**config.mk**
```make
export PLATFORM = sky130hd
export DESIGN_NAME = rx_neg_rail_lcv_alarm_pin_mux
export DESIGN_NICKNAME = d
export VERILOG_FILES = /design/src/inc/pin_mux_pkg.sv /design/src/line_edge_sampler.sv /design/src/rx_neg_rail_lcv_alarm_pin_mux.sv
export SDC_FILE = /design/constraint.sdc
export NUM_CORES = 1
export LEC_CHECK = 0
export CAP_MARGIN = 0
export CORE_MARGIN = 4
export CORE_UTILIZATION = 65
export CTS_BUF_LIST = sky130_fd_sc_hd__clkbuf_8
export CTS_CLUSTER_DIAMETER = 80
export DETAILED_ROUTE_END_ITERATION = 8
export DONT_BUFFER_PORTS = 1
export GPL_ROUTABILITY_DRIVEN = 0
export PLACE_DENSITY_LB_ADDON = 0.3
export SETUP_SLACK_MARGIN = 0.2
export SLEW_MARGIN = 20
export SYNTH_ARGS = -nofsm -noshare
export SYNTH_HDL_FRONTEND = slang
export SYNTH_SLANG_ARGS = --single-unit
```
**constraint.sdc**
```tcl
create_clock -name core_clk -period 4.45 [get_ports core_clk]
set_input_delay 0.89 -clock core_clk [delete_from_list [all_inputs] [get_ports core_clk]]
set_output_delay 0.89 -clock core_clk [all_outputs]
set_load 0.05 [all_outputs]
```
**src/inc/pin_mux_pkg.sv**
```systemverilog
// Constants and types shared by the negative-rail / violation / alarm pin mux
`default_nettype none
// Contract
// - Each channel uses the pin as the bus alarm input when its transmit bus is on, else as the line input its mode selects.
// - An alarm pulse makes the device declare the path AIS defect for that channel at once.
// - In single-rail mode the pin is the line code violation input, sampled on the chosen edge of the line clock.
// - In single-rail mode each sampled violation bumps that channel's violation / excess-zeros counter; the code stops the counter at CNT_MAX.
package pin_mux_pkg;
    // Sizes
    localparam int CHANNELS = 3;
    localparam int ADDR_W   = 4;
    localparam int DATA_W   = 16;
    localparam int CNT_W    = 16;
    localparam int STAT_W   = 6;

    // Core clock period, for reference by timing users
    localparam int CORE_CLK_PERIOD_NS = 100;

    // Register offsets (word index on the plain register port)
    localparam logic [CHANNELS-1:0][ADDR_W-1:0] CTRL_OFS = {4'h2, 4'h1, 4'h0};
    localparam logic [ADDR_W-1:0] INT_STATUS_OFS = 4'h3;
    localparam logic [ADDR_W-1:0] INT_MASK_OFS   = 4'h4;
    localparam logic [CHANNELS-1:0][ADDR_W-1:0] CNT_OFS = {4'h7, 4'h6, 4'h5};
    localparam logic [ADDR_W-1:0] LIVE_OFS       = 4'h8;

    // Control register fields
    localparam int CFG_BUS_EN_BIT = 0;
    localparam int CFG_MODE_LSB   = 1;
    localparam int CFG_EDGE_BIT   = 3;

    // Status / mask fields
    localparam int STAT_AIS_LSB = 0;
    localparam int STAT_LCV_LSB = 3;

    // Live register fields
    localparam int LIVE_AIS_LSB = 0;
    localparam int LIVE_POS_LSB = 4;
    localparam int LIVE_NEG_LSB = 8;

    // Values after reset, and the counter ceiling
    localparam logic              BUS_EN_RST = 1'b0;
    localparam logic [1:0]        MODE_RST   = 2'h0;
    localparam logic              EDGE_RST   = 1'b0;
    localparam logic [STAT_W-1:0] MASK_RST   = 6'h00;
    localparam logic [CNT_W-1:0]  CNT_MAX    = 16'hffff;

    // Reset release depth
    localparam int RST_SYNC_STAGES = 2;

    // Channel line modes
    typedef enum logic [1:0] {
        MODE_STS1   = 2'b00,
        MODE_SINGLE = 2'b01,
        MODE_DUAL   = 2'b10
    } mode_type;
endpackage
`default_nettype wire

```
**src/line_edge_sampler.sv**
```systemverilog
// Per-channel synchroniser and line clock edge sampler
`default_nettype none
module line_edge_sampler (
    // Core clock and reset
    input  wire logic core_clk,
    input  wire logic rst_n,
    // Line side pins
    input  wire logic line_clk_in,
    input  wire logic neg_pin_in,
    input  wire logic pos_pin_in,
    // Configuration
    input  wire logic fall_edge,
    // Sampled results
    output logic      strobe,
    output logic      neg_val,
    output logic      pos_val,
    output logic      neg_level
);
    import pin_mux_pkg::*;

    typedef struct packed {
        logic clk_s1;
        logic clk_s2;
        logic clk_s3;
        logic neg_s1;
        logic neg_s2;
        logic pos_s1;
        logic pos_s2;
        logic strobe;
        logic neg_val;
        logic pos_val;
    } smp_state_type;

    smp_state_type q;
    smp_state_type d;
    logic          edge_seen;

    // Data and clock share the same sync depth, so their alignment holds
    always_comb begin
        d = q;
        d.clk_s1 = line_clk_in;
        d.clk_s2 = q.clk_s1;
        d.clk_s3 = q.clk_s2;
        d.neg_s1 = neg_pin_in;
        d.neg_s2 = q.neg_s1;
        d.pos_s1 = pos_pin_in;
        d.pos_s2 = q.pos_s1;
        edge_seen = fall_edge ? (q.clk_s3 & ~q.clk_s2) : (q.clk_s2 & ~q.clk_s3);
        d.strobe = edge_seen;
        if (edge_seen) begin
            d.neg_val = q.neg_s2;
            d.pos_val = q.pos_s2;
        end
    end

    // State register
    always_ff @(posedge core_clk or negedge rst_n) begin
        if (!rst_n) begin
            q <= '0;
        end else begin
            q <= d;
        end
    end

    // Results
    assign strobe    = q.strobe;
    assign neg_val   = q.neg_val;
    assign pos_val   = q.pos_val;
    assign neg_level = q.neg_s2;
endmodule
`default_nettype wire

```
**src/rx_neg_rail_lcv_alarm_pin_mux.sv**
```systemverilog
// Three-channel mux for the shared alarm / negative-rail / violation pin
//
// The address map and the plain strobed port were left to the implementer.
`default_nettype none
module rx_neg_rail_lcv_alarm_pin_mux (
    // Clock and reset
    input  wire logic                                core_clk,
    input  wire logic                                arst_n,
    // Register port
    input  wire logic [pin_mux_pkg::ADDR_W-1:0]      reg_addr,
    input  wire logic [pin_mux_pkg::DATA_W-1:0]      reg_wdata,
    input  wire logic                                reg_wr,
    input  wire logic                                reg_rd,
    output logic      [pin_mux_pkg::DATA_W-1:0]      reg_rdata,
    // Line side pins, one per channel
    input  wire logic [pin_mux_pkg::CHANNELS-1:0]    rx_line_clock_in,
    input  wire logic [pin_mux_pkg::CHANNELS-1:0]    rx_negative_rail_in,
    input  wire logic [pin_mux_pkg::CHANNELS-1:0]    rx_positive_rail_in,
    // Recovered line data toward the framers
    output logic      [pin_mux_pkg::CHANNELS-1:0]    rx_pos_data,
    output logic      [pin_mux_pkg::CHANNELS-1:0]    rx_neg_data,
    output logic      [pin_mux_pkg::CHANNELS-1:0]    rx_data_valid,
    // Defects and interrupt
    output logic      [pin_mux_pkg::CHANNELS-1:0]    path_ais_defect,
    output logic                                     irq
);
    import pin_mux_pkg::*;

    typedef struct packed {
        logic [CHANNELS-1:0]            bus_en;
        logic [CHANNELS-1:0][1:0]       mode;
        logic [CHANNELS-1:0]            fall_edge;
        logic [STAT_W-1:0]              int_status;
        logic [STAT_W-1:0]              int_mask;
        logic [CHANNELS-1:0][CNT_W-1:0] count;
        logic [CHANNELS-1:0]            alarm_prev;
        logic [CHANNELS-1:0]            ais_defect;
        logic [CHANNELS-1:0]            pos_data;
        logic [CHANNELS-1:0]            neg_data;
        logic [CHANNELS-1:0]            valid;
        logic [DATA_W-1:0]              rd_data;
        logic                           irq;
    } mux_state_type;

    mux_state_type                  q;
    mux_state_type                  d;
    logic [RST_SYNC_STAGES-1:0]     rst_pipe_q;
    logic                           rst_n;
    logic [CHANNELS-1:0]            smp_strobe;
    logic [CHANNELS-1:0]            smp_neg;
    logic [CHANNELS-1:0]            smp_pos;
    logic [CHANNELS-1:0]            alarm_lvl;
    logic [CHANNELS-1:0]            alarm_rise;
    logic [CHANNELS-1:0]            lcv_hit;
    logic [CHANNELS-1:0]            cnt_rd;
    logic [STAT_W-1:0]              ev_set;
    logic [STAT_W-1:0]              ev_clr;
    logic [CNT_W-1:0]               cnt_next;

    // Reset release through two flops; assertion stays asynchronous
    always_ff @(posedge core_clk or negedge arst_n) begin
        if (!arst_n) begin
            rst_pipe_q <= '0;
        end else begin
            rst_pipe_q <= {rst_pipe_q[RST_SYNC_STAGES-2:0], 1'b1};
        end
    end
    assign rst_n = rst_pipe_q[RST_SYNC_STAGES-1];

    // One sampler per channel; the pin is synchronised regardless of its role
    for (genvar g = 0; g < CHANNELS; g++) begin : g_smp
        line_edge_sampler u_smp (
            .core_clk    (core_clk),
            .rst_n       (rst_n),
            .line_clk_in (rx_line_clock_in[g]),
            .neg_pin_in  (rx_negative_rail_in[g]),
            .pos_pin_in  (rx_positive_rail_in[g]),
            .fall_edge   (q.fall_edge[g]),
            .strobe      (smp_strobe[g]),
            .neg_val     (smp_neg[g]),
            .pos_val     (smp_pos[g]),
            .neg_level   (alarm_lvl[g])
        );
    end

    // Next-state logic: pin roles, counters, registers, interrupt
    always_comb begin
        d = q;
        alarm_rise = '0;
        lcv_hit = '0;
        cnt_rd = '0;
        ev_set = '0;
        cnt_next = '0;
        ev_clr = (reg_wr && reg_addr == INT_STATUS_OFS) ? reg_wdata[STAT_W-1:0] : '0;

        for (int ch = 0; ch < CHANNELS; ch++) begin
            // Alarm role only while the transmit bus is on
            d.alarm_prev[ch] = alarm_lvl[ch];
            if (q.bus_en[ch]) begin
                alarm_rise[ch] = alarm_lvl[ch] & ~q.alarm_prev[ch];
                d.ais_defect[ch] = alarm_lvl[ch];
                d.valid[ch] = 1'b0;
            end else begin
                d.ais_defect[ch] = 1'b0;
                d.valid[ch] = smp_strobe[ch];
                // Positive rail is sampled in every line mode
                if (smp_strobe[ch]) begin
                    d.pos_data[ch] = smp_pos[ch];
                end
                case (q.mode[ch])
                    MODE_SINGLE: begin
                        lcv_hit[ch] = smp_strobe[ch] & smp_neg[ch];
                        d.neg_data[ch] = 1'b0;
                    end
                    MODE_DUAL: begin
                        if (smp_strobe[ch]) begin
                            d.neg_data[ch] = smp_neg[ch];
                        end
                    end
                    MODE_STS1: begin
                        // Pin is grounded on the board; its level is never used
                        d.neg_data[ch] = 1'b0;
                    end
                    default: begin
                        // Unused code behaves as STS-1: pin ignored
                        d.neg_data[ch] = 1'b0;
                    end
                endcase
            end
            ev_set[STAT_AIS_LSB + ch] = alarm_rise[ch];
            ev_set[STAT_LCV_LSB + ch] = lcv_hit[ch];

            // Counter clears on read; a hit in the same cycle still counts
            cnt_rd[ch] = reg_rd && reg_addr == CNT_OFS[ch];
            cnt_next = cnt_rd[ch] ? '0 : q.count[ch];
            if (lcv_hit[ch] && cnt_next != CNT_MAX) begin
                cnt_next = cnt_next + 16'h0001;
            end
            d.count[ch] = cnt_next;

            // Channel control write
            if (reg_wr && reg_addr == CTRL_OFS[ch]) begin
                d.bus_en[ch] = reg_wdata[CFG_BUS_EN_BIT];
                d.mode[ch] = reg_wdata[CFG_MODE_LSB +: 2];
                d.fall_edge[ch] = reg_wdata[CFG_EDGE_BIT];
            end
        end

        // Sticky status: a new event wins over a write-one clear
        d.int_status = (q.int_status & ~ev_clr) | ev_set;
        if (reg_wr && reg_addr == INT_MASK_OFS) begin
            d.int_mask = reg_wdata[STAT_W-1:0];
        end

        // Read data stands for one cycle only; unmapped reads give zero
        d.rd_data = '0;
        if (reg_rd) begin
            for (int ch = 0; ch < CHANNELS; ch++) begin
                if (reg_addr == CTRL_OFS[ch]) begin
                    d.rd_data[CFG_BUS_EN_BIT] = q.bus_en[ch];
                    d.rd_data[CFG_MODE_LSB +: 2] = q.mode[ch];
                    d.rd_data[CFG_EDGE_BIT] = q.fall_edge[ch];
                end
                if (cnt_rd[ch]) begin
                    d.rd_data = q.count[ch];
                end
            end
            if (reg_addr == INT_STATUS_OFS) begin
                d.rd_data[STAT_W-1:0] = q.int_status;
            end
            if (reg_addr == INT_MASK_OFS) begin
                d.rd_data[STAT_W-1:0] = q.int_mask;
            end
            if (reg_addr == LIVE_OFS) begin
                d.rd_data[LIVE_AIS_LSB +: CHANNELS] = q.ais_defect;
                d.rd_data[LIVE_POS_LSB +: CHANNELS] = q.pos_data;
                d.rd_data[LIVE_NEG_LSB +: CHANNELS] = q.neg_data;
            end
        end

        // Level interrupt from the next state, so it tracks status without lag
        d.irq = |(d.int_status & d.int_mask);
    end

    // State register
    always_ff @(posedge core_clk or negedge rst_n) begin
        if (!rst_n) begin
            q <= '0;
            q.bus_en <= {CHANNELS{BUS_EN_RST}};
            q.mode <= {CHANNELS{MODE_RST}};
            q.fall_edge <= {CHANNELS{EDGE_RST}};
            q.int_mask <= MASK_RST;
        end else begin
            q <= d;
        end
    end

    // Outputs, all straight from flops
    assign reg_rdata       = q.rd_data;
    assign rx_pos_data     = q.pos_data;
    assign rx_neg_data     = q.neg_data;
    assign rx_data_valid   = q.valid;
    assign path_ais_defect = q.ais_defect;
    assign irq             = q.irq;

    // Per-channel checks
    for (genvar g = 0; g < CHANNELS; g++) begin : g_chk
        chk_alarm_sets_ais: assert property (
            @(posedge core_clk) disable iff (!rst_n)
            (q.bus_en[g] && alarm_lvl[g] && !q.alarm_prev[g])
            |=> (q.int_status[STAT_AIS_LSB + g] && q.ais_defect[g]))
            else $error("alarm pulse did not declare path AIS");

        chk_bus_blocks_count: assert property (
            @(posedge core_clk) disable iff (!rst_n)
            (q.bus_en[g] && !cnt_rd[g]) |=> ($stable(q.count[g]) && !q.valid[g]))
            else $error("line input used while transmit bus enabled");

        chk_lcv_counts_up: assert property (
            @(posedge core_clk) disable iff (!rst_n)
            (!q.bus_en[g] && q.mode[g] == MODE_SINGLE && smp_strobe[g] && smp_neg[g]
                && q.count[g] != CNT_MAX && !cnt_rd[g])
            |=> q.count[g] == $past(q.count[g]) + 16'h0001)
            else $error("violation sample not counted");

        chk_lcv_sets_event: assert property (
            @(posedge core_clk) disable iff (!rst_n)
            (!q.bus_en[g] && q.mode[g] == MODE_SINGLE && smp_strobe[g] && smp_neg[g])
            |=> q.int_status[STAT_LCV_LSB + g])
            else $error("violation sample lost from status");

        chk_sts1_ignored: assert property (
            @(posedge core_clk) disable iff (!rst_n)
            (!q.bus_en[g] && q.mode[g] == MODE_STS1 && !cnt_rd[g]
                && !q.int_status[STAT_LCV_LSB + g])
            |=> ($stable(q.count[g]) && !q.int_status[STAT_LCV_LSB + g]
                && !q.ais_defect[g]))
            else $error("pin level used in STS-1 mode");
    end
endmodule
`default_nettype wire
```
==> qor.csv, run 1 <==
metric,value,unit
async_flop_share,1.00,
status,"complete, no violations",
finalSetupViolations,0,
crit_slowest_cell,and3b_1,
ctsHoldBuffers,0,
worstRegToRegCells,5,
synthesis.nets,650,
slew_viol_final,0,
synth_seq_area_share,0.517,
cp_top_family,simple AND/OR/NAND/NOR gates,
crit_chain,and3b_1 -> nand2_1 -> and2_1 -> ha_1 -> o2111ai_4 -> o2111ai_2 -> or3_1 -> a21oi_1,
max_cap_violations,0,
firstDrtPassIters,5,
crit_fanout,15,
tightest_slew,771,ps
nets,625,
num_antenna_cells,0,
slew-limit-headroom,0.483,
antenna_left,0,
cts.repair.resized,0,
worst-path-buf-inv,0,
finalHoldWorstSlack,111,ps
p_int,2.01,mW
synthCells,614,
cts_tree,yes,
die_h,109,µm
postCtsSetupRepairBufs,0,
drive_gt1_frac,0.145,
core-area,9820,µm²
wl,14700,µm
grt_usage,0.271,
synth_edf_count,0,
hold_viol_final,0,
synth.top_cell.area_share,0.517,
fin_crit,2830,ps
total_power,2.94,mW
arrival,3210,ps
cts_buffers,17,
start_util,0.670,
place.port_buffers,0,
p_leak,2.86,nW
yosysWarnings,0,
cts-htree-levels,4,
worstSetupStartpointType,input pin,
p_seq_frac,0.563,
area_delta_synth_final,4.13,%
reg2reg_slack,2300,ps
r2r-start,q[102]$_DFFE_PN0P_,
peakVddDrop,390,µV
wire_per_inst,19.9,µm
crit_type,input pin to register,
rows,36,
switching_share,0.317,
globalRouteOverflowTotal,0,
drtIter0Drc,355,
finalCritPeriodShare,0.635,
netlist_area,6580,µm²
setup_tns,0,ps
num_vias,4740,
path_clk_slew,80,ps
ys_ff_latch,136,
post-synth-top-count-cell,dfrtp_1,
yosysTopAreaCell,dfrtp_1,
crit_path_max_incr_delay,510,ps
root_buffer,clkbuf_8,
crit_required,4830,ps
boundaryPins,62,
drc,0,
grt_pass1_wl,24100,µm
synth_common_cells,"dfrtp_1, nand2_1, nor2_1, mux2_2, buf_4",
fin_skew,15.5,ps
synth-main-ff-cell,dfrtp_1,
synth_area_leaders,"dfrtp_1, mux2_2, xnor2_1, buf_4, nand2_1",
via_per_inst,6.45,
cts.sinks,136,
post-dp-hpwl,10400,µm
die_w,109,µm
grt_pass1_vias,4797,
yosysUniqueCellTypes,68,
syn_area_per_cell,10.7,µm²
clockBufferDepth,2,
clock_latency,460,ps
die_area,11800,µm²
pwr-share-comb,0.114,
fmax,354,MHz
grt_max_degree,61,
pwr-share-clk,0.323,
timing.rr.end,q[55]$_DFF_PN0_,
rsz0062_at_grt,false,
p_sw,932,µW
hold_path.class,input pin to async pin,
crit_path_end_kind,register,
antenna_found_initial,0,
p_per_area,430,nW/µm²
==> worst register-to-register path, stage by stage (launching register included) <==
cell     delay [ps]
dfrtp_1         450
nor2b_1         350
and3_1          440
nand4_2         200
or4_4           510
a21oi_2         130
==> layer usage <==
metal | vias up | global-route usage | share of wire
li1 | 2131 | - | -
met1 | 2337 | 0.337 | 0.40
met2 | 216 | 0.426 | 0.48
met3 | 56 | 0.0872 | 0.076
met4 | 0 | 0.139 | 0.040
met5 | - | 0 | 0
==> placed cells by master (no fill, tap or decap), types with 9 or more instances in the layout <==
cell type / n
a211oi_1: 9
a21oi_1: 22
a22oi_1: 21
and2_1: 9
and3_1: 12
clkbuf_8: 18
dfrtp_1: 135
inv_1: 17
mux2_2: 30
nand2_1: 51
nand2b_1: 9
nand3_1: 19
nand4_1: 12
nor2_1: 41
nor2b_1: 10
o21ai_0: 27
or3_1: 10
xnor2_1: 25
==> cell type report <==
cell class / count / area (µm²)
clock buffer: 18 / 248
clock inverter: 14 / 125
inverter: 16 / 60.1
timing repair buffer: 6 / 45.0
sequential: 136 / 3410
multi-input combinational: 412 / 2800
fill: 741 / 2970
tap: 133 / 166
==> registers in the layout, indices dropped and copies added, names as in the netlist <==
name,cells
q,75
reg_rdata,16
g_smp.u_smp.d,12
g_smp.u_smp.q,6
g_smp.u_smp.neg_level,3
g_smp.u_smp.neg_val,3
g_smp.u_smp.pos_val,3
g_smp.u_smp.strobe,3
path_ais_defect,3
rx_data_valid,3
rx_neg_data,3
rx_pos_data,3
rst_pipe_q,2
irq,1
==> cells by family (layout without fill, tap and decap cells) <==
logic type,after synthesis,count (layout),share of synthesized area
AND/OR/NAND/NOR,216,216,0.177
flip-flops,136,136,0.517
AO/OA/AOI/OAI,126,126,0.140
buffers and inverters,66,54,0.0573
multiplexers,35,35,0.0611
XOR/XNOR,31,31,0.0413
adder cells (fa/ha/maj),3,3,0.00571
other,1,1,0.000570
==> how the worst max path moves through the flow <==
stage          cells past startpoint                       endpoint                     from  slack [ps]
3_3_place_gp                       9                q[59]$_DFF_PN0_              reg_addr[3]        1240
3_5_place_dp                       9                q[61]$_DFF_PN0_              reg_addr[3]        1190
4_1_cts                            9                q[61]$_DFF_PN0_              reg_addr[3]        1680
5_1_grt                            9                q[59]$_DFF_PN0_              reg_addr[3]        1470
6_report                           8                q[43]$_DFF_PN0_              reg_addr[3]        1620
2_1_floorplan                      0  g_smp[0].u_smp.d[3]$_DFF_PN0_  rst_pipe_q[1]$_DFF_PN0_         380
==> per-stage QoR <==
stage,worst slack [ps],instance area (µm²),cells,utilization
floorplan,380,6580,614,-
global placement,1240,6480,703,0.660
detailed placement,1190,6480,703,0.660
CTS,1680,6850,735,0.698
global route,1470,6850,735,0.698
finish,1620,6850,735,0.698
==> power groups by stage <==
| stage | combinational [mW] | sequential, mW | clock [mW] |
|---|---|---|---|
| final | 0.336 | 1.66 | 0.950 |
| after global routing | 0.377 | 1.68 | 1.03 |
| after CTS | 0.337 | 1.65 | 0.968 |
| after detailed placement | 0.331 | 1.68 | 0 |
| after global placement | 0.310 | 1.67 | 0 |
| after floorplan | 0.416 | 1.52 | 0 |
(Power assumes the default switching activity.)
==> run 2, diff against run 1 <==
--- a/config.mk
+++ b/config.mk
@@ -5,9 +5,10 @@
 export SDC_FILE = /design/constraint.sdc
 export NUM_CORES = 1
 export LEC_CHECK = 0
+export ABC_AREA = 1
 export CAP_MARGIN = 0
 export CORE_MARGIN = 4
-export CORE_UTILIZATION = 65
+export CORE_UTILIZATION = 60
 export CTS_BUF_LIST = sky130_fd_sc_hd__clkbuf_8
 export CTS_CLUSTER_DIAMETER = 80
 export DETAILED_ROUTE_END_ITERATION = 8
==> constraint.sdc (replaced) <==
create_clock -name core_clk -period 2.6 [get_ports core_clk]
set_input_delay 0.52 -clock core_clk [delete_from_list [all_inputs] [get_ports core_clk]]
set_output_delay 0.52 -clock core_clk [all_outputs]
set_load 0.05 [all_outputs]
==> qor.csv, run 2 <==
metric,value,unit,change
die_area,14200,µm²,+20%
core-area,12100,µm²,+23%
crit_fanout,11,,-4
rsz0062_at_grt,false,,
total_power,6.43,mW,+120%
p_sw,2.58,mW,+180%
grt_pass1_vias,5736,,+20%
rows,40,,+11%
die_w,119,µm,+9.6%
hold_path.class,input pin to register,,
synthesis.nets,1021,,+57%
drive_gt1_frac,0.0990,,-0.0455
num_vias,6137,,+29%
synthCells,985,,+60%
tightest_slew,653,ps,-118 ps
drtIter0Drc,563,,+59%
fin_crit,2040,ps,
fmax,491,MHz,
crit_chain,inv_1 -> nor2_1 -> ha_4 -> nand4_1 -> nand3b_1 -> nor2_2 -> nand3_2 -> nand2_4 -> inv_2 -> nand2_1 -> nand2_1,,
largest_reg_flops,75,,unchanged
post-synth-top-count-cell,nand2_1,,
final_cell_mix,"nand2_1, dfrtp_1, inv_1",,
synth_edf_count,0,,unchanged
async_flop_share,1.00,,unchanged
cpMostUsedCell,nand2_1,,
cts.repair.resized,0,,unchanged
regMostFlops,q,,
slew-limit-headroom,0.564,,+0.0817
max_cap_violations,0,,unchanged
reg2reg_slack,560,ps,-1740 ps
grt_pass1_wl,28700,µm,+19%
p_leak,3.94,nW,+37%
setup_ws,565,ps,-1060 ps
cts.sinks,136,,unchanged
netlist_area,7390,µm²,+12%
grt_use_met3,0.0541,,-0.0330
top_usage_layer,met2,,
pwr-share-comb,0.260,,+0.146
path_clk_slew,90,ps,about the same
grt_max_degree,56,,-8.2%
synth_common_cells,"nand2_1, dfrtp_1, inv_1, nor2_1, o21ai_0",,
crit_path_end_kind,register,,
crit_path_max_incr_delay,390,ps,-120 ps
dp_slack,175,ps,-1020 ps
synth-main-ff-cell,dfrtp_1,,
cts_buffers,17,,unchanged
pwr-share-clk,0.254,,-0.069
synth.top_cell.area_share,0.460,,-0.0571
yosysWarnings,0,,unchanged
switching_share,0.401,,+0.0847
yosysTopAreaCell,dfrtp_1,,
met2_usage,0.377,,-0.0486
via_per_inst,5.30,,-18%
boundaryPins,62,,unchanged
crit_slowest_cell,dfrtp_1,,
p_per_area,819,nW/µm²,+91%
fin_skew,12.7,ps,-2.83 ps
post-dp-hpwl,12700,µm,+22%
slew_viol_final,0,,unchanged
status,"complete, no violations",,
peakVddDrop,585,µV,+50%
globalRouteOverflowTotal,0,,unchanged
cts_tree,yes,,
die_h,119,µm,+9.6%
syn_area_per_cell,7.51,µm²,-30%
clockBufferDepth,2,,unchanged
finalHoldWorstSlack,70.4,ps,-40.4 ps
num_antenna_cells,0,,unchanged
ys_ff_latch,136,,unchanged
finalCritPeriodShare,0.783,,
p_int,3.85,mW,+92%
synth_seq_area_share,0.460,,-0.0571
hold_viol_final,0,,unchanged
firstDrtPassIters,5,,unchanged
worst-path-buf-inv,2,,+2
final_area,7860,µm²,+15%
synth_area_leaders,"dfrtp_1, nand2_1, inv_1, nor2_1, o21ai_0",,
setup_tns,0,ps,unchanged
arrival,2390,ps,-820 ps
antenna_found_initial,0,,unchanged
root_buffer,clkbuf_8,,
postCtsSetupRepairBufs,0,,unchanged
cts-htree-levels,4,,unchanged
final_common_cell,nand2_1,,
ctsHoldBuffers,1,,+1
grt_usage,0.257,,-0.0141
clock_latency,470,ps,about the same
area_delta_synth_final,6.26,%,
drc,0,,unchanged
placed_area,7480,µm²,+16%
wl,17200,µm,+17%
finalSetupViolations,0,,unchanged
wire_per_inst,14.8,µm,-25%
met1_usage,0.359,,+0.0218
p_seq_frac,0.487,,-0.076
worstSetupStartpointType,register,,
nets,1013,,+62%
crit_required,2960,ps,-1870 ps
antenna_left,0,,unchanged
yosysUniqueCellTypes,38,,-44%
crit_type,register to register,,
start_util,0.613,,-0.0569
place.port_buffers,0,,unchanged
cp_top_family,simple AND/OR/NAND/NOR gates,,
[run 2: area by class of cell]
| cell class | instances | area [µm²] |
|---|---|---|
| Inverter | 129 | 484 |
| Tap cell | 168 | 210 |
| Multi-Input combinational cell | 675 | 3220 |
| Clock buffer | 17 | 234 |
| Clock inverter | 15 | 130 |
| Sequential cell | 136 | 3410 |
| Fill cell | 1034 | 4210 |
| Timing Repair Buffer | 18 | 175 |
[run 2: power groups by stage]
stage                     clock network [mW]  logic [mW]  registers (mW)
after detailed placement                   0        1.65            3.16
after global placement                     0        1.60            3.16
after CTS                               1.68        1.66            3.13
after floorplan                            0        1.58            2.88
final                                   1.63        1.67            3.13
after global routing                    1.77        1.94            3.19
[run 2: logic make-up (layout without fill, tap and decap cells)]
logic type / Yosys count / count (layout) / share of synthesized area
and+or+nand+nor: 553 / 553 / 0.322
buffers and inverters: 174 / 179 / 0.110
DFF: 136 / 136 / 0.460
AOI/OAI and AO/OA: 97 / 97 / 0.0777
xor gates and xnor gates: 21 / 21 / 0.0249
adders and majority gates: 3 / 3 / 0.00508
other: 1 / 1 / 0.000507
[run 2: path summary, 6_finish.rpt]
path | from | cells after the start | end
min | rx_negative_rail_in[0] | 0 | g_smp[0].u_smp.d[5]$_DFF_PN0_
max in group asynchronous | rst_pipe_q[1]$_DFF_PN0_ | 1 | q[38]$_DFF_PN0_
max | q[33]$_DFF_PN0_ | 11 | q[41]$_DFF_PN0_
min reg2reg | rst_pipe_q[1]$_DFF_PN0_ | 0 | q[67]$_DFF_PN0_
max reg2reg | q[33]$_DFF_PN0_ | 11 | q[41]$_DFF_PN0_
min in group asynchronous | arst_n | 1 | rst_pipe_q[1]$_DFF_PN0_
[run 2: layer usage]
metal | wire (µm) | vias to the layer above
li1 | - | 3032
met5 | 0 | -
met3 | 1040 | 59
met4 | 745 | 0
met2 | 7740 | 215
met1 | 7670 | 2831
[run 2: metrics by stage]
stage               cells   util
global placement     1125  0.620
floorplan             985      -
finish               1158  0.651
detailed placement   1125  0.620
CTS                  1158  0.651
global route         1158  0.651
[run 2: worst reg2reg max path, delay by kind of cell, from the launching register on]
family / cells / cell delay [ps]
flops: 1 / 390
buf+inv: 2 / 160
fa+ha+maj: 1 / 190
simple gates: 8 / 1190
==> run 3, diff against run 2 <==
--- a/config.mk
+++ b/config.mk
@@ -5,10 +5,10 @@
 export SDC_FILE = /design/constraint.sdc
 export NUM_CORES = 1
 export LEC_CHECK = 0
-export ABC_AREA = 1
+export ABC_AREA = 0
 export CAP_MARGIN = 0
 export CORE_MARGIN = 4
-export CORE_UTILIZATION = 60
+export CORE_UTILIZATION = 65
 export CTS_BUF_LIST = sky130_fd_sc_hd__clkbuf_8
 export CTS_CLUSTER_DIAMETER = 80
 export DETAILED_ROUTE_END_ITERATION = 8
==> constraint.sdc (replaced) <==
create_clock -name core_clk -period 1.97 [get_ports core_clk]
set_input_delay 0.394 -clock core_clk [delete_from_list [all_inputs] [get_ports core_clk]]
set_output_delay 0.394 -clock core_clk [all_outputs]
set_load 0.05 [all_outputs]
==> qor.csv, run 3 (same netlist as run 1, synthesis figures left out) <==
metric,value,unit,change
status,"complete, no violations",,
layout.cells.non_filler,806,,-30%
finalHoldWorstSlack,78.5,ps,+8.08 ps
p_leak,3.33,nW,-15%
finalSetupViolations,0,,unchanged
hold_path.class,input pin to register,,
num_vias,5066,,-17%
nFillCells,598,,-42%
max_cap_violations,0,,unchanged
path_clk_slew,80,ps,about the same
cts_buffers,17,,unchanged
worstRegToRegCells,8,,-3
slew-limit-headroom,0.604,,+0.0396
place_inst,745,,-34%
worstSetupStartpointType,register,,
cts.sinks,136,,unchanged
core-area,9820,µm²,-19%
crit_type,register to register,,
grt_pass1_wl,25800,µm,-10%
fmax,554,MHz,+13%
die_w,109,µm,-8.7%
tightest_slew,594,ps,-59.5 ps
hold_viol_final,0,,unchanged
switching_share,0.301,,-0.100
pwr-share-comb,0.170,,-0.090
drive_gt1_frac,0.308,,+0.209
cts_tree,yes,,
crit_required,2310,ps,-650 ps
holdCritStartpoint,reg_wdata[1],,
crit_fanout,5,,-6
post-dp-hpwl,11100,µm,-13%
drc,0,,unchanged
reg2reg_slack,170,ps,-400 ps
worstHoldPathCells,1,,+1
finalCritPeriodShare,0.915,,+0.133
final_common_cell,dfrtp_1,,
p_sw,2.19,mW,-15%
pwr-share-clk,0.322,,+0.068
root_buffer,clkbuf_8,,
crit_path_end_kind,register,,
drtIter0Drc,294,,-48%
place.port_buffers,0,,unchanged
clock_latency,460,ps,about the same
whs_endpoint,q[99]$_DFFE_PN0P_,,
rows,36,,-10%
firstDrtPassIters,5,,unchanged
p_seq_frac,0.507,,+0.020
boundaryPins,62,,unchanged
wire_per_inst,20.0,µm,+35%
peakVddDrop,909,µV,+55%
final_cell_mix,"dfrtp_1, buf_4, nand2_1",,
nets,697,,-31%
setup_ws,167,ps,-398 ps
die_h,109,µm,-8.7%
via_per_inst,6.29,,+19%
fin_crit,1800,ps,-232 ps
antenna_found_initial,0,,unchanged
regMostFlops,q,,
p_int,5.08,mW,+32%
multiInputGateArea,3130,µm²,-2.6%
seq_area,3420,µm²,+0.29%
area_delta_synth_final,19.2,%,
antenna_left,0,,unchanged
arrival,2140,ps,-250 ps
fin_skew,12.3,ps,-0.377 ps
slew_viol_final,0,,unchanged
die_area,11800,µm²,-17%
largest_reg_flops,75,,unchanged
globalRouteOverflowTotal,0,,unchanged
rsz0062_at_grt,true,,
grt_pass1_vias,5049,,-12%
cts-htree-levels,4,,unchanged
grt_usage,0.293,,+0.0363
grt_max_degree,92,,+64%
r2r-start,q[65]$_DFF_PN0_,,
p_per_area,926,nW/µm²,+13%
wl,16100,µm,-6.3%
dp_slack,-149,ps,-324 ps
timing.rr.end,q[77]$_DFF_PN0_,,
start_util,0.670,,+0.0569
clockBufferDepth,2,,unchanged
num_antenna_cells,0,,unchanged
run 3: worst max path at each step:
stage                                 end  slack [ps]            start  cells past startpoint
after floorplan           q[33]$_DFF_PN0_         -80      reg_addr[0]                      9
after global placement    q[53]$_DFF_PN0_         -70           reg_rd                     10
after detailed placement  q[53]$_DFF_PN0_        -150           reg_rd                     10
after CTS                 q[57]$_DFF_PN0_         200  q[49]$_DFF_PN0_                      8
after global routing      q[77]$_DFF_PN0_          70  q[65]$_DFF_PN0_                      8
final                     q[77]$_DFF_PN0_         170  q[65]$_DFF_PN0_                      8
run 3: power by group through the flow:
stage	combinational, mW	clock (mW)	sequential (mW)
2_1_floorplan	1.01	0	3.43
3_3_place_gp	0.947	0	3.72
3_5_place_dp	1.01	0	3.74
4_1_cts	1.09	2.38	3.68
5_1_grt	1.35	2.54	3.72
6_report	1.24	2.34	3.68
run 3: area by class of cell:
type	instances	share of cell area
clock buffer	18	0.0316
tap	133	0.0212
inverter	16	0.00766
multi-input combinational	413	0.399
clock inverter	13	0.0201
timing repair buffer	77	0.0843
sequential	136	0.436
run 3: critical path, cell delays in order, from the launching register on:
cell	delay, ps
dfrtp_1	370
nor2b_4	180
ha_4	160
nand2_4	60
a2111oi_4	420
buf_4	210
nor4_2	50
xnor2_1	160
nor2_1	60
run 3: timing repair:
item,4_1_cts,5_1_grt
hold buffers,10,0
resized for setup,3,38
cloned,1,0
buffers inserted,5,14
hold endpoints to repair,11,0
setup endpoints to repair,17,33
pin swaps,6,11
run 3: per-stage QoR:
stage           util  total power, mW  instance area (µm²)  TNS, ps
6_report       0.799             7.26                 7840        0
5_1_grt        0.799             7.60                 7840        0
4_1_cts        0.776             7.15                 7620        0
3_5_place_dp   0.718             4.75                 7050     -923
3_3_place_gp   0.718             4.67                 7050     -292
2_1_floorplan      -             4.44                 6830     -618
run 3: metal layers:
metal  wire length [µm]  track usage  up-vias
li1                   -            -     2276
met1               6240        0.355     2502
met2               8100        0.472      233
met3               1180        0.103       55
met4                585        0.134        0
met5                  0            0        -
